$ cat config.mk
export PLATFORM = sky130hd
export DESIGN_NAME = port_buf_responder_flat
export DESIGN_NICKNAME = d
export VERILOG_FILES = /design/src/design/els_pkg.sv /design/src/design/els_link_if.sv /design/src/design/buf_param_check.sv /design/src/design/port_buf_responder.sv /design/src/flat_wrapper.sv
export SDC_FILE = /design/constraint.sdc
export NUM_CORES = 1
export LEC_CHECK = 0
export ABC_AREA = 1
export BUFFER_PORTS_ARGS = -buffer_cell sky130_fd_sc_hd__buf_2
export CAP_MARGIN = 30
export CORE_ASPECT_RATIO = 1.75
export CORE_MARGIN = 2
export CORE_UTILIZATION = 43
export DETAILED_ROUTE_END_ITERATION = 12
export GPL_TIMING_DRIVEN = 0
export PLACE_DENSITY = 0.68
export SYNTH_ARGS = -nofsm -noshare
export SYNTH_HDL_FRONTEND = slang
export SYNTH_HIERARCHICAL = 1
export SYNTH_SLANG_ARGS = --single-unit
$ cat constraint.sdc
create_clock -name clk_sys -period 2 [get_ports clk_sys]
set_clock_uncertainty 0.05 [all_clocks]
set_input_delay 0.1 -clock clk_sys [delete_from_list [all_inputs] [get_ports clk_sys]]
set_output_delay 0.1 -clock clk_sys [all_outputs]
set_load 0.1 [all_outputs]
$ cat src/design/els_pkg.sv
// constants shared by both ends of the port buffer report exchange
// assumes a single system clock and word-wide link transfers
`default_nettype none
package els_pkg;

   // payload codes
   localparam logic [7:0] CMD_PORT_BUF = 8'h58;   // request command code
   localparam logic [7:0] ACC_CODE = 8'h02;
   localparam logic [7:0] RJT_CODE = 8'h01;
   localparam logic [7:0] RSN_NOT_SUPP = 8'h0b;   // command not supported
   localparam logic [7:0] RSN_LOGICAL = 8'h03;    // malformed or invalid request
   localparam int CODE_LSB = 24;

   // fabric port controller well-known address
   localparam logic [23:0] FPORT_CTRL_ID = 24'h0f_fffe;

   // buffer parameter word layout
   localparam int MF_BIT = 31;
   localparam int SIZE_MSB = 11;
   localparam logic [11:0] SIZE_MIN = 12'h100;    // 256 bytes
   localparam logic [11:0] SIZE_MAX = 12'h840;    // 2112 bytes

   // word counts of the sequences
   localparam logic [1:0] REQ_WORDS = 2'h3;
   localparam logic [1:0] RPY_WORDS = 2'h2;

   // responder register offsets
   localparam logic [7:0] REG_CTRL = 8'h00;
   localparam logic [7:0] REG_OWN_SIZE = 8'h04;
   localparam logic [7:0] REG_LOGIN_SIZE = 8'h08;
   localparam logic [7:0] REG_STATUS = 8'h0c;
   localparam logic [7:0] REG_COUNT = 8'h10;
   localparam logic [7:0] REG_PORT_ID = 8'h14;

   // control fields and reset values
   localparam int CTRL_EN_BIT = 0;
   localparam int CTRL_MF_BIT = 1;
   localparam logic [1:0] CTRL_RST = 2'h3;
   localparam logic [11:0] SIZE_RST = 12'h840;
   localparam logic [23:0] PORT_ID_RST = 24'h00_0001;  // arbitrary value

   // buffer parameter word: reserved bits sent as zero, size kept word aligned
   function automatic logic [31:0] make_param(input logic mf, input logic [11:0] size);
      make_param = {mf, 19'h0_0000, size[11:2], 2'h0};
   endfunction

endpackage
`default_nettype wire

$ cat src/design/els_link_if.sv
// word-wide link between requester and responder, both on clk_sys
// assumes each party always accepts a word offered to it
`timescale 1ns/100ps
`default_nettype none
interface els_link_if;
   logic req_vld;
   logic [31:0] req_data;
   logic req_last;
   logic [23:0] req_sid;
   logic [23:0] req_did;
   logic rpy_vld;
   logic [31:0] rpy_data;
   logic rpy_last;
   logic [23:0] rpy_sid;
   logic [23:0] rpy_did;

   modport requester (
      output req_vld, req_data, req_last, req_sid, req_did,
      input rpy_vld, rpy_data, rpy_last, rpy_sid, rpy_did
   );
   modport responder (
      input req_vld, req_data, req_last, req_sid, req_did,
      output rpy_vld, rpy_data, rpy_last, rpy_sid, rpy_did
   );
endinterface
`default_nettype wire

$ cat src/design/buf_param_check.sv
// decodes and checks a received buffer parameter word
// purely combinational; the caller registers the results
`timescale 1ns/100ps
`default_nettype none
module buf_param_check (
   input wire logic [31:0] param,
   input wire logic [11:0] login_size,
   output logic multi,
   output logic [11:0] size,
   output logic size_ok,
   output logic [11:0] usable
);
   // reserved bits 30..12 are ignored on reception
   assign multi = param[els_pkg::MF_BIT];
   assign size = param[els_pkg::SIZE_MSB:0];
   // unaligned or out-of-range sizes are flagged as errors
   assign size_ok = (size[1:0] == 2'h0) && (size >= els_pkg::SIZE_MIN)
      && (size <= els_pkg::SIZE_MAX);
   // usable size is the smaller of reported and login size
   assign usable = (size < login_size) ? size : login_size;
endmodule
`default_nettype wire

$ cat src/design/port_buf_responder.sv
// responding end of the port buffer report exchange, with an apb slave
// assumes requests arrive as contiguous words, one request at a time
//
// The APB slave port and the address map were decided locally.
`timescale 1ns/100ps
`default_nettype none
module port_buf_responder (
   input wire logic clk_sys,
   input wire logic srst,
   els_link_if.responder link,
   input wire logic psel,
   input wire logic penable,
   input wire logic pwrite,
   input wire logic [7:0] paddr,
   input wire logic [31:0] pwdata,
   output logic [31:0] prdata,
   output logic pready,
   output logic pslverr
);
   typedef enum logic [2:0] {R_IDLE = 3'b001, R_RECV = 3'b010, R_SEND = 3'b100} r_state_t;
   // whole block state; link and apb outputs sit here so they leave from flops
   typedef struct packed {
      r_state_t st;
      // counts request words taken, saturating at three so long frames cannot wrap
      logic [1:0] idx;
      logic code_ok;
      logic [31:0] param;
      logic [23:0] peer;
      logic [1:0] ctrl;
      logic [11:0] own_size;
      logic [11:0] login_size;
      logic [23:0] port_id;
      logic seen; logic pmf; logic perr;
      logic [11:0] psize; logic [11:0] usable;
      logic [15:0] acc_cnt; logic [15:0] rjt_cnt;
      logic rjt; logic [7:0] reason;
      logic vld; logic [31:0] data; logic last; logic [23:0] did;
      logic pready; logic [31:0] prdata; logic pslverr;
   } r_t;
   r_t r_r, r_nxt;
   logic c_mf, c_ok;
   logic [11:0] c_size, c_use;
   logic for_us, wr_take, rd_setup;

   // decode of the stored peer parameter word
   buf_param_check chk (.param(r_r.param), .login_size(r_r.login_size), .multi(c_mf),
      .size(c_size), .size_ok(c_ok), .usable(c_use));

   // accept frames sent to our own id or to the fabric controller id
   assign for_us = (link.req_did == r_r.port_id) || (link.req_did == els_pkg::FPORT_CTRL_ID);
   assign wr_take = psel && penable && r_r.pready && pwrite;
   assign rd_setup = psel && !penable;

   // offsets that answer; any other offset is refused with pslverr
   function automatic logic mapped(input logic [7:0] a);
      mapped = (a == els_pkg::REG_CTRL) || (a == els_pkg::REG_OWN_SIZE)
         || (a == els_pkg::REG_LOGIN_SIZE) || (a == els_pkg::REG_STATUS)
         || (a == els_pkg::REG_COUNT) || (a == els_pkg::REG_PORT_ID);
   endfunction

   always_comb begin
      r_nxt = r_r;
      r_nxt.vld = 1'b0;
      r_nxt.last = 1'b0;
      r_nxt.data = 32'h0000_0000;

      // apb: registered answer gives exactly one access cycle per transfer
      r_nxt.pready = rd_setup;
      r_nxt.pslverr = rd_setup && !mapped(paddr);
      r_nxt.prdata = 32'h0000_0000;
      // read data is picked at the setup edge so it stands through the access cycle
      if (rd_setup && !pwrite) begin
         case (paddr)
            els_pkg::REG_CTRL: r_nxt.prdata = {30'h0000_0000, r_r.ctrl};
            els_pkg::REG_OWN_SIZE: r_nxt.prdata = {20'h0_0000, r_r.own_size};
            els_pkg::REG_LOGIN_SIZE: r_nxt.prdata = {20'h0_0000, r_r.login_size};
            els_pkg::REG_STATUS: r_nxt.prdata = {4'h0, r_r.usable, 1'b0, r_r.perr,
               r_r.pmf, r_r.seen, r_r.psize};
            els_pkg::REG_COUNT: r_nxt.prdata = {r_r.rjt_cnt, r_r.acc_cnt};
            els_pkg::REG_PORT_ID: r_nxt.prdata = {8'h00, r_r.port_id};
            default: r_nxt.prdata = 32'h0000_0000;
         endcase
      end
      // writes land at the edge ending the access cycle; status and counters are read-only
      if (wr_take) begin
         case (paddr)
            els_pkg::REG_CTRL: r_nxt.ctrl = pwdata[1:0];
            els_pkg::REG_OWN_SIZE: r_nxt.own_size = pwdata[11:0];
            els_pkg::REG_LOGIN_SIZE: r_nxt.login_size = pwdata[11:0];
            els_pkg::REG_PORT_ID: r_nxt.port_id = pwdata[23:0];
            default: r_nxt.ctrl = r_r.ctrl;   // read-only or unmapped: no effect
         endcase
      end

      // link: collect request, then send one reply
      unique case (r_r.st)
         // only the first word is filtered by id; later words belong to that frame
         R_IDLE: if (link.req_vld && for_us) begin
            r_nxt.peer = link.req_sid;
            r_nxt.code_ok = (link.req_data[31:24] == els_pkg::CMD_PORT_BUF);
            r_nxt.idx = 2'h1;
            r_nxt.param = 32'h0000_0000;
            r_nxt.st = R_RECV;
            if (link.req_last) begin
               r_nxt.st = R_SEND;
               r_nxt.idx = 2'h0;
            end
         end
         R_RECV: if (link.req_vld) begin
            if (r_r.idx == 2'h1) begin
               r_nxt.param = link.req_data;
            end
            // word 2 and beyond carry nothing we act on
            if (r_r.idx != 2'h3) begin
               r_nxt.idx = r_r.idx + 2'h1;
            end
            if (link.req_last) begin
               r_nxt.st = R_SEND;
            end
         end
         R_SEND: begin
            // decision made on the first reply word, kept for the second
            if (r_r.idx != 2'h0 && r_r.idx != 2'h1 && !r_r.vld) begin
               r_nxt.idx = 2'h0;
            end
            r_nxt.vld = 1'b1;
            r_nxt.did = r_r.peer;
            if (!r_r.vld) begin
               r_nxt.seen = 1'b1;
               // a disabled service wins over every other reason, as an unsupported command
               // a wrong code, a short request or a bad peer size reject as malformed
               if (!r_r.ctrl[els_pkg::CTRL_EN_BIT]) begin
                  r_nxt.rjt = 1'b1;
                  r_nxt.reason = els_pkg::RSN_NOT_SUPP;
               end else if (!r_r.code_ok || (r_r.idx < els_pkg::REQ_WORDS) || !c_ok) begin
                  r_nxt.rjt = 1'b1;
                  r_nxt.reason = els_pkg::RSN_LOGICAL;
               end else begin
                  r_nxt.rjt = 1'b0;
                  r_nxt.reason = 8'h00;
               end
               // status follows every decision, so software sees rejected requests too
               r_nxt.pmf = c_mf;
               r_nxt.psize = c_size;
               r_nxt.perr = ~c_ok;
               r_nxt.usable = c_use;
               r_nxt.data = {(r_nxt.rjt ? els_pkg::RJT_CODE : els_pkg::ACC_CODE),
                  24'h00_0000};
            end else begin
               // second word carries the reason or our own parameter word
               // both counters wrap; one read returns them as a consistent pair
               r_nxt.last = 1'b1;
               r_nxt.st = R_IDLE;
               r_nxt.idx = 2'h0;
               if (r_r.rjt) begin
                  r_nxt.data = {8'h00, r_r.reason, 16'h0000};
                  r_nxt.rjt_cnt = r_r.rjt_cnt + 16'h0001;
               end else begin
                  r_nxt.data = els_pkg::make_param(r_r.ctrl[els_pkg::CTRL_MF_BIT],
                     r_r.own_size);
                  r_nxt.acc_cnt = r_r.acc_cnt + 16'h0001;
               end
            end
         end
      endcase
   end

   // one register for the whole state; reset takes constants only
   always_ff @(posedge clk_sys) begin
      if (srst) begin
         r_r <= '0;
         r_r.st <= R_IDLE;
         r_r.ctrl <= els_pkg::CTRL_RST;
         r_r.own_size <= els_pkg::SIZE_RST;
         r_r.login_size <= els_pkg::SIZE_RST;
         r_r.port_id <= els_pkg::PORT_ID_RST;
      end else begin
         r_r <= r_nxt;
      end
   end

   // every output comes straight from the state register
   assign link.rpy_vld = r_r.vld;
   assign link.rpy_data = r_r.data;
   assign link.rpy_last = r_r.last;
   assign link.rpy_sid = r_r.port_id;
   assign link.rpy_did = r_r.did;
   assign prdata = r_r.prdata;
   assign pready = r_r.pready;
   assign pslverr = r_r.pslverr;
endmodule
`default_nettype wire

$ cat src/flat_wrapper.sv
// flat-port wrapper written by rule: the top's interface ports become plain ports
module port_buf_responder_flat 
  (clk_sys, srst, psel, penable, pwrite, paddr, pwdata, prdata, pready, pslverr, link_req_vld, link_req_data, link_req_last, link_req_sid, link_req_did, link_rpy_vld, link_rpy_data, link_rpy_last, link_rpy_sid, link_rpy_did);
  els_link_if link_i ();
  input wire logic clk_sys;
  input wire logic srst;
  input wire logic psel;
  input wire logic penable;
  input wire logic pwrite;
  input wire logic [7:0] paddr;
  input wire logic [31:0] pwdata;
  output logic [31:0] prdata;
  output logic pready;
  output logic pslverr;
  input wire logic [$bits(link_i.req_vld)-1:0] link_req_vld;
  input wire logic [$bits(link_i.req_data)-1:0] link_req_data;
  input wire logic [$bits(link_i.req_last)-1:0] link_req_last;
  input wire logic [$bits(link_i.req_sid)-1:0] link_req_sid;
  input wire logic [$bits(link_i.req_did)-1:0] link_req_did;
  output wire logic [$bits(link_i.rpy_vld)-1:0] link_rpy_vld;
  output wire logic [$bits(link_i.rpy_data)-1:0] link_rpy_data;
  output wire logic [$bits(link_i.rpy_last)-1:0] link_rpy_last;
  output wire logic [$bits(link_i.rpy_sid)-1:0] link_rpy_sid;
  output wire logic [$bits(link_i.rpy_did)-1:0] link_rpy_did;
  assign link_i.req_vld = link_req_vld;
  assign link_i.req_data = link_req_data;
  assign link_i.req_last = link_req_last;
  assign link_i.req_sid = link_req_sid;
  assign link_i.req_did = link_req_did;
  assign link_rpy_vld = link_i.rpy_vld;
  assign link_rpy_data = link_i.rpy_data;
  assign link_rpy_last = link_i.rpy_last;
  assign link_rpy_sid = link_i.rpy_sid;
  assign link_rpy_did = link_i.rpy_did;
  port_buf_responder u_core (.clk_sys(clk_sys), .srst(srst), .link(link_i), .psel(psel), .penable(penable), .pwrite(pwrite), .paddr(paddr), .pwdata(pwdata), .prdata(prdata), .pready(pready), .pslverr(pslverr));
endmodule
## Word-level counts from Yosys, hierarchy flattened

Cells that the tools add are included.

| word-level totals | value |
|---|---|
| flip-flop bits (word level) | 272 |
| input port bits | 127 |
| output and inout port bits | 116 |
| logic and storage cells | 128 |

| cells by class | value |
|---|---|
| add/sub/neg operators | 3 |
| $lt $le $gt $ge | 4 |
| eq/ne operators | 21 |
| multiplexer cells | 22 |
| bitwise logic cells | 5 |
| reductions and logical operators | 45 |

Operators by type and width:

| kind | number |
|---|---|
| one-hot mux 32 bit (6 select lines) | 1 |
| two-way mux 32 bit | 4 |
| one-hot mux 32 bit (2 select lines) | 1 |
| two-way mux 62 bit | 1 |
| two-way mux 58 bit | 1 |
| two-way mux 9 bit | 4 |
| adder 16 x 1 -> 16 bit (second input constant) | 2 |
| equality test 24 x 20 -> 1 bit (second input constant) | 1 |
| equality test 24 bit | 1 |
| equality test 8 x 4 -> 1 bit (second input constant) | 2 |
| equality test 8 x 5 -> 1 bit (second input constant) | 2 |
| two-way mux 5 bit | 3 |
| one-hot mux 5 bit (3 select lines) | 1 |
| >= comparator 12 x 9 -> 1 bit (second input constant) | 1 |
| <= comparator 12 bit (second input constant) | 1 |
| less-than comparator 12 bit | 1 |
| two-way mux 12 bit | 1 |
| AND reduction 2 bit | 6 |
| AND reduction 4 bit | 3 |
| logical AND 1 bit | 11 |
| != test 2 x 1 -> 1 bit (second input constant) | 5 |
| equality test 8 x 3 -> 1 bit (second input constant) | 1 |
| equality test 8 x 7 -> 1 bit (second input constant) | 1 |
| zero test 8 bit | 1 |
| 20 further kinds | 44 |

## Logic depth before layout (Yosys ltp)

| logic depth | value |
|---|---|
| depth in word-level cells | 12 |
| mapped depth | 15 |

## Modules after synthesis

The synthesis kept the hierarchy.

By module, submodules not included:

| module | instances | cells an instance | area each (sq um) | seq. area each (sq um) |
|---|---|---|---|---|
| port_buf_responder | 1 | 1511 | 10993.0 | 4964.8 |
| buf_param_check | 1 | 119 | 726.9 | 0.0 |

## Least setup slack after synthesis

OpenSTA, ideal clock, no wires.

| timing | value |
|---|---|
| kind | reg-to-reg |
| from | register u_core.r_r (netlist bit u_core/link.rpy_vld) |
| to | register u_core/r_r[130] (netlist bit) |
| data arrival time | 2.050 ns |
| required time | 1.835 ns |
| slack | -0.215 ns |
| cell stages (with the launch flop) | 11 |
| buffers on the path | 0 |
| path through | dfxtp_1 inv_1 nor2_2 nand2_2 nor2_1 nand2_1 nor2_2 nand2_1 nor2_1 a21oi_1 o21a_1 |

| on the way | value |
|---|---|
| longest elaborated chain between the ends | 1 |

RTL lines:

| what | line | text |
|---|---|---|
| from (decl) | port_buf_responder.sv:40 | `r_t r_r, r_nxt;` |
| from (signal assigned) | port_buf_responder.sv:178 | `r_r <= r_nxt;` |
| AND reduction 3 bit (no line) | - |  |

No other way between the ends.
A chain may end at the register's enable or synchronous reset.

## Final worst setup path

| timing | value |
|---|---|
| from | register u_core.r_r (netlist bit u_core/link.rpy_sid[5]) |
| to | register u_core/r_r[222] (netlist bit) |

| on the way | value |
|---|---|
| longest elaborated chain between the ends | 4 |

RTL lines:

| what | line | text |
|---|---|---|
| equality test 24 bit | port_buf_responder.sv:50 | `assign for_us = (link.req_did == r_r.port_id) \|\| (link.req_did == els_pkg::FPORT_CTRL_ID);` |
| logical OR 1 bit | port_buf_responder.sv:50 |  |
| logical AND 1 bit | port_buf_responder.sv:98 | `R_IDLE: if (link.req_vld && for_us) begin` |
| AND reduction 2 bit (no line) | - |  |

No other way between the ends.

==> metrics.md <==
| Metric | Value |
|---|---|
| CTS tree | yes |
| Htree depth | 1 |
| Row count | 77 |
| Worst slew margin | 0.545 |
| Logic pwr share | 0.121 |
| P_int | 7570 uW |
| Tmin final | 2.03 ns |
| Layout cells sized above 1 | 0.295 |
| Arrival @ worst endpoint | 2.43 ns |
| Drt total wl | 33.9 mm |
| Average wire per standard cell | 15.6 um |
| Clock sink count | 229 |
| Pin count of the biggest net entering global routing | 16 |
| First-pass GRT wire length | 52.2 mm |
| Final worst-path cycle share | 1.01 |
| Ant. Diodes | 0 |
| Sw Ratio | 0.251 |
| Metal-1 WL | 11.7 mm |
| Failing checks | setup timing |
| Nature of the critical path endpoint | register |
| Critical path class | reg -> reg |
| Clock power frac | 0.415 |
| Sequential share of power | 0.465 |
| Top Ports | 243 |
| Hold slack | 0.0713 ns |
| Max VDD drop | 0.000716 V |
| Pre-antenna DRT Iters | 5 |
| Met2 WL | 18.4 mm |
| Core ar. | 0.0251 sq mm |
| Wire length on met3 | 1.79 mm |
| Synthesized instance count | 1,514 |
| CP max FO | 7 |
| Setup WS pre-CTS | -0.329 ns |
| Gr usage total | 0.241 |
| Final worst slack | -0.0267 ns |
| Hpwl dp | 25.2 mm |
| Nets | 1,998 |
| Die height | 215 um |
| Final Hold Viols | 0 |
| # port buffers | 205 |
| Final cell count without fillers | 2,181 |
| Skew-Pair Late Insertion Delay | 0.51 ns |
| Run status | finished with violations |
| Final setup violating endpoints | 12 |
| Dpl cells | 2,050 |
| CP Launch Type | register |
| Vias | 10,851 |
| Worst-Margin Slew | 0.683 ns |
| Syn_area_per_cell | 7.22 sq um |
| Vias in the first global route | 10,573 |
| # DRC | 0 |
| Mapped Area | 0.0109 sq mm |
| Via density | 4.98 |
| Top layer in use | met4 |
| Placed Area | 0.0124 sq mm |
| Clock Path Buffers | 3 |
| Critical Path RT | 2.40 ns |
| Power Dens Cells | 698 mW/mm^2 |
| P&R area growth vs syn | 32.4% |
| Initial DRC Count | 571 |
| Hold/Removal Path Class | in -> reg |
| Clock slew at reported path FFs | 0.06 ns |
| Die W | 125 um |
| Antenna violations before repair | 0 |
| Pins Over Slew Limit | 0 |
| Die ar. | 0.0268 sq mm |
| Max_cap viols | 0 |
| Leak pwr | 0.00674 uW |
| CTS buffer count | 22 |
| Syn. warnings | 6 |
| Post-route ant nets | 0 |
| P_sw | 2530 uW |
| Initial Util | 0.435 |
| Design area | 0.0145 sq mm |
| RSZ-0062 raised after global routing | true |
| GP Congestion | 0.915 |
| Total grt overflow | 0 |
| Fmax | 0.493 GHz |
| Root Driver | clkbuf_16 |
## cells in the final DEF, fill, tap and decap left out, types with 9 or more instances in the layout
master	count
buf_6	12
nand3_2	13
o21ai_2	15
nor2_4	10
buf_2	222
a31oi_1	12
o22ai_1	11
nor3_1	14
o21ai_0	112
o21ai_1	14
dfxtp_2	24
o221ai_1	9
a21oi_1	98
inv_2	18
clkbuf_1	37
buf_4	139
nand2_1	240
nand3_1	34
dlygate4sd3_1	74
nand4_1	22
nor2_1	238
dfxtp_1	197
nor2_2	10
ha_1	11
conb_1	16
inv_1	146
clkbuf_16	26
## worst max-delay path, stage by stage (launching register included)
cell and delay (ns):
dfxtp_2 0.34, inv_2 0.04, nand2_1 0.06, nand2_1 0.07, nor2_2 0.18, nand2_1 0.09
nor2_2 0.11, nand3_1 0.10, nand2_2 0.14, nand2_4 0.09, nor2_4 0.24, buf_2 0.23
o21ai_0 0.11, nor2_1 0.11
## state kept, by name, indices dropped and copies added, names as in the netlist
name                  count
u_core/link.rpy_data     15
u_core/link.rpy_did      24
u_core/link.rpy_last      1
u_core/link.rpy_sid      24
u_core/link.rpy_vld       1
u_core/prdata            32
u_core/pready             1
u_core/pslverr            1
u_core/r_r              130
## power groups by stage
stage	Sequential, uW	Combinational [uW]	Clock (uW)
after floorplan	4770	713	0
after global placement	4790	995	0
after detailed placement	4790	1010	0
after CTS	4680	1130	4280
after global routing	4700	1330	4440
final	4690	1220	4190
## metal layers
layer | up-vias | GRT usage
met5 | - | 0
met4 | 0 | 0.145
met3 | 112 | 0.0321
met2 | 396 | 0.468
met1 | 4947 | 0.237
li1 | 5396 | -
## final cells by class
cell class | count | area [sq um]
Sequential cell | 229 | 4640
Multi-Input combinational cell | 936 | 4750
Inverter | 166 | 623
Timing Repair Buffer | 302 | 2010
Tap cell | 316 | 395
Clock buffer | 28 | 624
Buffer | 198 | 1340
Fill cell | 2327 | 10700
Clock inverter | 6 | 90.1
## metrics by stage
stage          utilization  power, uW  setup TNS [ns]
4_1_cts              0.553      10100               0
6_report             0.576      10100          -0.150
3_3_place_gp         0.493       5780           -6.77
3_5_place_dp         0.493       5800           -7.44
5_1_grt              0.576      10500           -2.19
2_1_floorplan            -       5490               0
## repair_timing
| action | in CTS | in global routing |
|---|---|---|
| hold buffers | 74 | 0 |
| buffers inserted | 0 | 18 |
| cloned | 0 | 5 |
| setup endpoints to repair | 39 | 92 |
| endpoints found under the hold margin | 99 | 0 |
| resized for setup | 20 | 136 |
| pin swaps | 1 | 39 |
## final timing paths
kind,to,slack (ns),startpoint,cells after the start
worst max-delay path,u_core/r_r[222],-0.03,u_core/link.rpy_sid[5],13
worst min-delay path,u_core/prdata[0],0.07,psel,7
worst max register to register,u_core/r_r[222],-0.03,u_core/link.rpy_sid[5],13
worst min register to register,u_core/link.rpy_data[31],0.40,u_core/r_r[209],2
No activity file was read; power rests on OpenSTA's default activity.
